$ cat src/include/wdt_regs.vh
// register map, field positions, reset values and timing counts of the watchdog
`ifndef WDT_REGS_VH
`define WDT_REGS_VH

`define WD_ADDR_RESET_CAUSE 1'h0
`define WD_ADDR_CONTROL 1'h1

`define WD_CAUSE_WD_BIT 3
`define WD_CAUSE_BROWNOUT_BIT 2
`define WD_CAUSE_PIN_BIT 1
`define WD_CAUSE_POWERON_BIT 0

`define WD_CTL_IRQ_FLAG_BIT 7
`define WD_CTL_IRQ_ENABLE_BIT 6
`define WD_CTL_PERIOD_TOP_BIT 5
`define WD_CTL_UNLOCK_BIT 4
`define WD_CTL_RESET_ENABLE_BIT 3

`define WD_PERIOD_RESET 4'h0
`define WD_PERIOD_MAX_VALID 4'h9
`define WD_OSC_FREQ_KHZ 128
`define WD_BASE_OSC_CYCLES 2048
`define WD_UNLOCK_WINDOW_CYCLES 3'h4

`endif

$ cat src/logic/watchdog_with_reset_cause_flags.v
// watchdog timer with reset-cause status flags
//
// Chosen here: the strobed register port and the register offsets.
`timescale 1ns/100ps
`default_nettype none
`include "wdt_regs.vh"
// Overview of operation
// - counter advances on 128 kHz watchdog oscillator
// - counter cleared by restart, disable, chip reset
// - period code n gives 2048 shl n cycles
// - reserved period codes fall back to valid period
// - enable bits select stopped, irq, reset, combined
// - always-on fuse forces reset mode, enable reads one
// - starts disabled; enabling and period change free
// - clearing reset enable needs unlock write then write within four
// - fuse level: period change needs unlock sequence
// - unlock bit self-clears four cycles after set
// - timeout in irq or combined mode sets irq flag; vector or one clears
// - irq request needs flag, enable, global enable
// - vector in combined mode clears enable and flag
// - combined mode: unserviced flag at next timeout resets system
// - timeout in reset mode resets the chip
// - reset enable forced while watchdog cause flag set
// - watchdog cause flag: set by wd reset
// - brown-out cause flag: set by brown-out reset
// - pin cause flag: set by pin reset
// - power-on flag set by power-on, software clears
// - reset-cause bits 7 to 4 read zero
// - control register bit layout
// - watchdog reset pulse lasts one clock cycle
module watchdog_with_reset_cause_flags #(
    parameter BASE_OSC_CYCLES = `WD_BASE_OSC_CYCLES
) (
    input wire clk,
    input wire reset_n,
    input wire reg_addr,
    input wire [7:0] reg_wdata,
    input wire reg_wr,
    input wire reg_rd,
    output reg [7:0] reg_rdata,
    input wire wd_osc,
    input wire wd_restart_instruction,
    input wire wd_irq_ack,
    input wire global_irq_enable,
    input wire wd_always_on_fuse,
    input wire brownout_reset_event,
    input wire pin_reset_event,
    output reg wd_irq_request,
    output reg wd_system_reset
);

    // ********************************************************
    // reset release and oscillator synchroniser
    // ********************************************************
    reg rst_meta_reg;
    reg rst_sync_reg;
    wire rst_n;

    always @(posedge clk or negedge reset_n)
    begin
        if (!reset_n)
        begin
            rst_meta_reg <= 1'b0;
            rst_sync_reg <= 1'b0;
        end
        else
        begin
            rst_meta_reg <= 1'b1;
            rst_sync_reg <= rst_meta_reg;
        end
    end

    assign rst_n = rst_sync_reg;

    reg osc_meta_reg;
    reg osc_sync_reg;
    reg osc_prev_reg;
    reg fuse_meta_reg;
    reg fuse_reg;
    wire osc_tick;

    always @(posedge clk or negedge rst_n)
    begin
        if (!rst_n)
        begin
            osc_meta_reg <= 1'b0;
            osc_sync_reg <= 1'b0;
            osc_prev_reg <= 1'b0;
            fuse_meta_reg <= 1'b0;
            fuse_reg <= 1'b0;
        end
        else
        begin
            osc_meta_reg <= wd_osc;
            osc_sync_reg <= osc_meta_reg;
            osc_prev_reg <= osc_sync_reg;
            fuse_meta_reg <= wd_always_on_fuse;
            fuse_reg <= fuse_meta_reg;
        end
    end

    // rising edge of the watchdog oscillator
    assign osc_tick = osc_sync_reg & ~osc_prev_reg;

    // ********************************************************
    // control state
    // ********************************************************
    reg irq_flag_reg;
    reg irq_enable_reg;
    reg unlock_reg;
    reg reset_enable_reg;
    reg [3:0] period_reg;
    reg [2:0] unlock_cnt_reg;
    reg [20:0] count_reg;
    reg wd_cause_reg;
    reg brownout_cause_reg;
    reg pin_cause_reg;
    reg poweron_cause_reg;

    wire reset_enable_eff;
    wire enabled;
    wire [3:0] period_eff;
    wire [20:0] limit;
    wire timeout;
    wire combined;
    wire fire_reset;
    wire chip_reset;
    wire wr_cause;
    wire wr_ctl;
    wire unlock_req;
    wire unlock_open;

    assign reset_enable_eff = reset_enable_reg | wd_cause_reg | fuse_reg;
    assign enabled = fuse_reg | reset_enable_eff | irq_enable_reg;
    assign period_eff = (period_reg > `WD_PERIOD_MAX_VALID) ?
        `WD_PERIOD_MAX_VALID : period_reg;
    assign limit = BASE_OSC_CYCLES[20:0] << period_eff;
    assign timeout = enabled & osc_tick & (count_reg == limit - 21'h1);
    assign combined = ~fuse_reg & reset_enable_eff & irq_enable_reg;

    // reset on timeout: pure reset mode, or combined with flag pending
    assign fire_reset = timeout & (fuse_reg | (reset_enable_eff & ~irq_enable_reg)
        | (combined & irq_flag_reg));
    assign chip_reset = wd_system_reset | brownout_reset_event | pin_reset_event;

    assign wr_cause = reg_wr & (reg_addr == `WD_ADDR_RESET_CAUSE);
    assign wr_ctl = reg_wr & (reg_addr == `WD_ADDR_CONTROL);
    assign unlock_req = wr_ctl & reg_wdata[`WD_CTL_UNLOCK_BIT]
        & reg_wdata[`WD_CTL_RESET_ENABLE_BIT];
    assign unlock_open = unlock_reg;

    // ********************************************************
    // watchdog counter
    // ********************************************************
    always @(posedge clk or negedge rst_n)
    begin
        if (!rst_n)
        begin
            count_reg <= 21'h00_0000;
        end
        else if (chip_reset | wd_restart_instruction | ~enabled | timeout)
        begin
            count_reg <= 21'h00_0000;
        end
        else if (osc_tick)
        begin
            count_reg <= count_reg + 21'h1;
        end
    end

    // ********************************************************
    // system reset pulse and interrupt request
    // ********************************************************
    always @(posedge clk or negedge rst_n)
    begin
        if (!rst_n)
        begin
            wd_system_reset <= 1'b0;
            wd_irq_request <= 1'b0;
        end
        else
        begin
            wd_system_reset <= fire_reset & ~wd_system_reset;
            wd_irq_request <= irq_flag_reg & irq_enable_reg & global_irq_enable
                & ~wd_irq_ack & ~chip_reset;
        end
    end

    // ********************************************************
    // control register and unlock window
    // ********************************************************
    always @(posedge clk or negedge rst_n)
    begin
        if (!rst_n)
        begin
            irq_flag_reg <= 1'b0;
            irq_enable_reg <= 1'b0;
            unlock_reg <= 1'b0;
            reset_enable_reg <= 1'b0;
            period_reg <= `WD_PERIOD_RESET;
            unlock_cnt_reg <= 3'h0;
        end
        else if (chip_reset)
        begin
            irq_flag_reg <= 1'b0;
            irq_enable_reg <= 1'b0;
            unlock_reg <= 1'b0;
            reset_enable_reg <= fuse_reg | wd_system_reset | wd_cause_reg;
            period_reg <= `WD_PERIOD_RESET;
            unlock_cnt_reg <= 3'h0;
        end
        else
        begin
            // flag: set by timeout wins over vector and write-one clear
            if (timeout & ~fire_reset & irq_enable_reg)
            begin
                irq_flag_reg <= 1'b1;
            end
            else if (wd_irq_ack | (wr_ctl & reg_wdata[`WD_CTL_IRQ_FLAG_BIT]))
            begin
                irq_flag_reg <= 1'b0;
            end

            if (wd_irq_ack & combined)
            begin
                irq_enable_reg <= 1'b0;
            end
            else if (wr_ctl)
            begin
                irq_enable_reg <= reg_wdata[`WD_CTL_IRQ_ENABLE_BIT];
            end

            if (unlock_req)
            begin
                // open window; second write must follow within four cycles
                unlock_reg <= 1'b1;
                unlock_cnt_reg <= `WD_UNLOCK_WINDOW_CYCLES;
                reset_enable_reg <= 1'b1;
                if (!fuse_reg)
                begin
                    period_reg <= {reg_wdata[`WD_CTL_PERIOD_TOP_BIT], reg_wdata[2:0]};
                end
            end
            else if (wr_ctl & unlock_open & ~reg_wdata[`WD_CTL_UNLOCK_BIT])
            begin
                unlock_reg <= 1'b0;
                unlock_cnt_reg <= 3'h0;
                period_reg <= {reg_wdata[`WD_CTL_PERIOD_TOP_BIT], reg_wdata[2:0]};
                if (!fuse_reg)
                begin
                    // clearing has no effect while the watchdog cause flag stands
                    reset_enable_reg <= reg_wdata[`WD_CTL_RESET_ENABLE_BIT]
                        | wd_cause_reg;
                end
            end
            else
            begin
                if (unlock_cnt_reg == 3'h1)
                begin
                    unlock_reg <= 1'b0;
                end
                if (unlock_cnt_reg != 3'h0)
                begin
                    unlock_cnt_reg <= unlock_cnt_reg - 3'h1;
                end
                if (wr_ctl & ~fuse_reg)
                begin
                    // enabling is free, clearing needs the window
                    reset_enable_reg <= reset_enable_reg
                        | reg_wdata[`WD_CTL_RESET_ENABLE_BIT];
                    period_reg <= {reg_wdata[`WD_CTL_PERIOD_TOP_BIT], reg_wdata[2:0]};
                end
            end
        end
    end

    // ********************************************************
    // reset-cause flags
    // ********************************************************
    always @(posedge clk or negedge rst_n)
    begin
        if (!rst_n)
        begin
            wd_cause_reg <= 1'b0;
            brownout_cause_reg <= 1'b0;
            pin_cause_reg <= 1'b0;
            poweron_cause_reg <= 1'b1;
        end
        else
        begin
            // a reset event in the same cycle as a clearing write wins
            if (wd_system_reset)
            begin
                wd_cause_reg <= 1'b1;
            end
            else if (wr_cause & ~reg_wdata[`WD_CAUSE_WD_BIT])
            begin
                wd_cause_reg <= 1'b0;
            end
            if (brownout_reset_event)
            begin
                brownout_cause_reg <= 1'b1;
            end
            else if (wr_cause & ~reg_wdata[`WD_CAUSE_BROWNOUT_BIT])
            begin
                brownout_cause_reg <= 1'b0;
            end
            if (pin_reset_event)
            begin
                pin_cause_reg <= 1'b1;
            end
            else if (wr_cause & ~reg_wdata[`WD_CAUSE_PIN_BIT])
            begin
                pin_cause_reg <= 1'b0;
            end
            if (wr_cause & ~reg_wdata[`WD_CAUSE_POWERON_BIT])
            begin
                poweron_cause_reg <= 1'b0;
            end
        end
    end

    // ********************************************************
    // register read port
    // ********************************************************
    always @(posedge clk or negedge rst_n)
    begin
        if (!rst_n)
        begin
            reg_rdata <= 8'h00;
        end
        else if (reg_rd)
        begin
            if (reg_addr == `WD_ADDR_RESET_CAUSE)
            begin
                reg_rdata <= {4'h0, wd_cause_reg, brownout_cause_reg,
                    pin_cause_reg, poweron_cause_reg};
            end
            else
            begin
                reg_rdata <= {irq_flag_reg, irq_enable_reg, period_reg[3], unlock_reg,
                    reset_enable_eff, period_reg[2:0]};
            end
        end
        else
        begin
            reg_rdata <= 8'h00;
        end
    end

endmodule // watchdog_with_reset_cause_flags
`default_nettype wire

$ cat config.mk
export PLATFORM = sky130hd
export DESIGN_NAME = watchdog_with_reset_cause_flags
export DESIGN_NICKNAME = d
export VERILOG_FILES = /design/src/logic/watchdog_with_reset_cause_flags.v
export VERILOG_INCLUDE_DIRS = /design/src /design/src/include
export SDC_FILE = /design/constraint.sdc
export NUM_CORES = 1
export LEC_CHECK = 0
export ABC_AREA = 1
export BUFFER_PORTS_ARGS = -buffer_cell sky130_fd_sc_hd__buf_2
export CORE_MARGIN = 3
export CORE_UTILIZATION = 35
export CTS_CLUSTER_SIZE = 20
export DETAILED_ROUTE_END_ITERATION = 6
export SLEW_MARGIN = 0
export SYNTH_ARGS = -nofsm -noshare
export SYNTH_HDL_FRONTEND = slang
export SYNTH_SLANG_ARGS = --single-unit
$ cat constraint.sdc
create_clock -name clk -period 4 [get_ports clk]
set_input_delay 0.6 -clock clk [delete_from_list [all_inputs] [get_ports clk]]
set_output_delay 0.6 -clock clk [all_outputs]
set_load 0.05 [all_outputs]
Yosys cells after proc, flatten, opt, wreduce, memory -nomap -nowiden
Index checks and enable logic that the tools add are counted.
{"block": "word_totals", "register_bits": 53, "input_bits": 20, "output_inout_bits": 10, "wordCells": 135}
{"block": "classes", "addsub": 3, "order_cmp": 1, "n_eq_ne": 4, "shift": 1, "mux": 35, "bitwise": 58, "n_reduce_logical": 12}
{"operator": "two-way mux 21 bit", "n": 2}
{"operator": "bitwise AND 1 bit", "n": 28}
{"operator": "two-way mux 4 bit", "n": 6}
{"operator": "adder 21 x 1 -> 21 bit (second input constant)", "n": 1}
{"operator": "== test 21 bit", "n": 1}
{"operator": "two-way mux 1 bit", "n": 21}
{"operator": "<< shifter 12 x 4 -> 21 bit (first input constant)", "n": 1}
{"operator": "subtractor 21 x 1 -> 21 bit (second input constant)", "n": 1}
{"operator": "two-way mux 8 bit", "n": 2}
{"operator": "bitwise OR 1 bit", "n": 16}
{"operator": "NOT 1 bit", "n": 14}
{"operator": "two-way mux 3 bit", "n": 4}
{"operator": "nonzero test 4 bit", "n": 3}
{"operator": "nonzero test 3 bit", "n": 3}
{"operator": "nonzero test 2 bit", "n": 4}
{"operator": "> comparator 4 bit (second input constant)", "n": 1}
{"operator": "!= test 4 bit (second input constant)", "n": 1}
{"operator": "AND reduction 2 bit", "n": 2}
{"operator": "== test 3 x 1 -> 1 bit (second input constant)", "n": 1}
{"operator": "!= test 3 bit (second input constant)", "n": 1}
{"operator": "subtractor 3 x 1 -> 3 bit (second input constant)", "n": 1}

Logic depth before layout (Yosys ltp)
{"block": "depth", "ltp_word": 12, "mapped_depth": 14}

Worst setup path after synthesis
OpenSTA, ideal clock, no wires.
{"block": "synth_timing", "kind": "register -> register", "start": "register period_reg[2]", "end": "register count_reg[5]", "t_arrival_ps": 1846, "required_ps": 3878, "path_slack_ps": 2032, "stages_incl_launch_ff": 15, "synth_period_minus_slack_ps": 1968, "cell_sequence": "dfrtp_1 > nor2_4 > nand2_1 > ha_1 > nand2_1 > nand2_1 > nor2_1 > nand2_1 > nor2_1 > nand2_1 > nor2_4 > nand2_4 > nand2_8 > buf_12 > nor2_2"}
{"block": "synth_via", "elab_chain_cells": 8}
{"element": "start, declared", "line": "watchdog_with_reset_cause_flags.v:112", "rtl": "reg [3:0] period_reg;"}
{"element": "start signal, assigned", "line": "watchdog_with_reset_cause_flags.v:200", "rtl": "period_reg <= `WD_PERIOD_RESET;"}
{"element": "start signal, assigned", "line": "watchdog_with_reset_cause_flags.v:209", "rtl": "period_reg <= `WD_PERIOD_RESET;"}
{"element": "start signal, assigned", "line": "watchdog_with_reset_cause_flags.v:241", "rtl": "period_reg <= {reg_wdata[`WD_CTL_PERIOD_TOP_BIT], reg_wdata[2:0]};"}
{"element": "> comparator 4 bit (no source line)"}
{"element": "two-way mux 4 bit (*)", "line": "watchdog_with_reset_cause_flags.v:135", "rtl": "assign period_eff = (period_reg > `WD_PERIOD_MAX_VALID) ?"}
{"element": "<< shifter 12 x 4 -> 21 bit (*)", "line": "watchdog_with_reset_cause_flags.v:137", "rtl": "assign limit = BASE_OSC_CYCLES[20:0] << period_eff;"}
{"element": "subtractor 21 x 1 -> 21 bit (*)", "line": "watchdog_with_reset_cause_flags.v:138", "rtl": "assign timeout = enabled & osc_tick & (count_reg == limit - 21'h1);"}
{"element": "== test 21 bit (*)", "line": "watchdog_with_reset_cause_flags.v:138"}
{"element": "bitwise AND 1 bit (*)", "line": "watchdog_with_reset_cause_flags.v:138"}
{"element": "bitwise OR 1 bit (*)", "line": "watchdog_with_reset_cause_flags.v:161", "rtl": "else if (chip_reset | wd_restart_instruction | ~enabled | timeout)"}
{"element": "two-way mux 21 bit / nonzero test 2 bit (equally long branches)"}
{"element": "end signal, assigned", "line": "watchdog_with_reset_cause_flags.v:167", "rtl": "count_reg <= count_reg + 21'h1;"}
{"element": "end, declared", "line": "watchdog_with_reset_cause_flags.v:114", "rtl": "reg [20:0] count_reg;"}
Mark *: on every way between the ends. The rest lies on a longest branch, timed or not.
A chain may end at the register's enable or synchronous reset.

Final worst setup path
{"block": "layout_timing", "start": "register period_reg[1]", "end": "register count_reg[17]"}
The elaborated chain is that of the path after synthesis.

==> flow_summary.ini <==
[critical_path]
crit_fanout = 17
worstSetupPathType = flop to flop
arrival_ns = 2.43
setup.worst_path.end_class = flop
required_ns = 4.20
startpoint_type = flop

[logic_synthesis]
synth_top_cell_area_share_pct = 45.9
synth.most_common_cell = nand2_1
syn_area_per_cell_um2 = 7.80
ys_types = 31
synth_adder_area_share_pct = 2.20
yosys-top-cells-count = nand2_1, dfrtp_1, nor2_1
yosys.area_share.simple_pct = 31.0
netlist_area_um2 = 2840
synth_top_family_by_area = simple AND/OR/NAND/NOR gates
synth_xor_area_share_pct = 4.94
ys_top_cells_by_area = dfrtp_1, nand2_1, nor2_1
ys.flop_type = dfrtp_1
synth_fp_nets = 389
synth-compound-area-share_pct = 7.10
synth.yosys.seq_area_share_pct = 46.8
synth_top_cell_by_area = dfrtp_1
synth_edf_count = 0
synth.mux.area_fraction_pct = 0
ys_seq_elements = 53
netlist_instances = 364
yosysWarnings = 0
async_flop_share_pct = 100

[power]
cellPowerDensity_nw_per_um2 = 344
p_leak_nw = 1.51
total_power_mw = 1.11
peakVddDrop_uv = 148

[clock_network]
cts_sinks = 53
cts_max_path_buffers = 2
cts-root-buf = clkbuf_8
cts_tree = done
cts.clk_slew.worst_paths_ns = 0.10
h-tree-depth = 2
cts_hold_buf = 0
postCtsSetupBuffers = 0
cts_buffers = 5
cts-resized-gates = 0
clock_latency_ns = 0.31

[sta]
period_needed_ns = 2.23
period_share_pct = 55.8
slew_viol_final = 0
max_freq_mhz = 448
setup_viol = 0
skew_ns = 0.0101
fin_setup_tns_ns = 0
tightest_slew_ns = 0.634
slew-limit-headroom_pct = 57.7
finalHoldViolations = 0
rsz0062_at_grt = no

[cells_and_area]
num_antenna_cells = 0
num-fill-cells = 793
drive_above_1_share_pct = 15.5
syn_to_final_growth_pct = 13.7
fin_nets = 423
largest_reg_flops = 21
fin_area_um2 = 3230

[placed_design]
gp_congestion = 0.880
dpl_cell_area_um2 = 3090
port_buffers = 29
hpwl_um = 4580

[floorplan]
die_area_um2 = 9220
rows = 32
io_pins = 30
die_x_um = 96.0
initial_utilization_pct = 36.3
dieHeight_um = 96.0
design.core.area_um2 = 7810

[route]
routed_wl_um = 5880
wl_per_cell_um = 11.7
routed_via_density = 4.69
ant_nets = 0
num_vias = 2349
drt_first_iter_violations = 113
dr.pass1.iters = 4
route.detailed.drc = 0

[global_routing]
track_usage_pct = 14.0
gr-total-overflow = 0
grt_max_degree = 52
antenna_found_initial = 0
grt_pass1_wl_um = 10100
grt_pass1_vias = 2197

[worst_hold_path]
hold_path.class = input port to asynchronous set/reset pin

[flow_run]
maxCapViolCount = 0

[status]
run_status = finished clean
routing by layer:
layer | up-vias | track usage [%] | routed length, um
li1 | 1206 | - | -
met1 | 1099 | 18.5 | 2850
met2 | 40 | 23.5 | 2790
met3 | 4 | 2.81 | 199
met4 | 0 | 3.55 | 42
met5 | - | 0 | 0
path summary, 6_finish.rpt:
| path | startpoint | cells past startpoint | to | slack, ns |
|---|---|---|---|---|
| hold reg to reg | osc_meta_reg | 0 | osc_sync_reg | 0.36 |
| min in group clk | osc_meta_reg | 0 | osc_sync_reg | 0.36 |
| setup / recovery | period_reg[1] | 13 | count_reg[17] | 1.77 |
| max in group asynchronous | rst_n | 1 | count_reg[16] | 3.20 |
| hold / removal | reset_n | 1 | rst_n | 0.06 |
| setup reg to reg | period_reg[1] | 13 | count_reg[17] | 1.77 |
final cells by class:
class	count	area [um2]	area share (%)
flip-flops and latches	53	1330	41.2
multi-input cells	257	1290	39.9
well taps	102	128	3.96
inverters	51	191	5.93
clock inverters	3	68.8	2.13
repair buffers	30	153	4.73
clock buffers	5	68.8	2.13
cells in the final DEF, fill, tap and decap left out, types with 3 or more instances in the layout:
cell,n
xnor2_1,5
nor2_2,12
inv_1,48
nor3_1,7
clkbuf_8,5
ha_1,5
dfrtp_1,51
nor2_1,51
nand3_1,28
buf_2,29
nand2_1,89
o21ai_0,22
xor2_1,11
inv_2,3
a21oi_1,8
nand4_1,4
kinds of logic after synthesis:
kind of cell	Yosys count
simple gates	199
buf+inv	54
flops	53
compound gates	36
xor+xnor	16
fa+ha+maj	5
other cells	1
worst max-delay path, stage by stage (launching register included):
cell	delay, ns
dfrtp_1	0.44
nor2_1	0.27
nand2_1	0.13
ha_1	0.34
nand2_1	0.08
nand2_1	0.05
nor2_1	0.10
nand2_1	0.05
nor2_1	0.10
nand2_1	0.09
nor2_4	0.14
nand2_4	0.10
nand2_8	0.15
nor2_1	0.07
where the power goes:
part           internal [mW]  switching [mW]
combinational         0.0361          0.0796
clock                  0.252           0.183
sequential             0.548         0.00952
through the flow:
step / util [%] / hold WS [ns] / worst slack (ns) / std cells
2_1_floorplan: - / 0.304 / 2.03 / 364
3_3_place_gp: 39.6 / 0.336 / 1.78 / 493
3_5_place_dp: 39.6 / 0.342 / 1.79 / 493
4_1_cts: 41.3 / 0.0453 / 1.76 / 501
5_1_grt: 41.3 / 0.0351 / 1.53 / 501
6_report: 41.3 / 0.0569 / 1.77 / 501
Power figures use the tool's default switching activity.
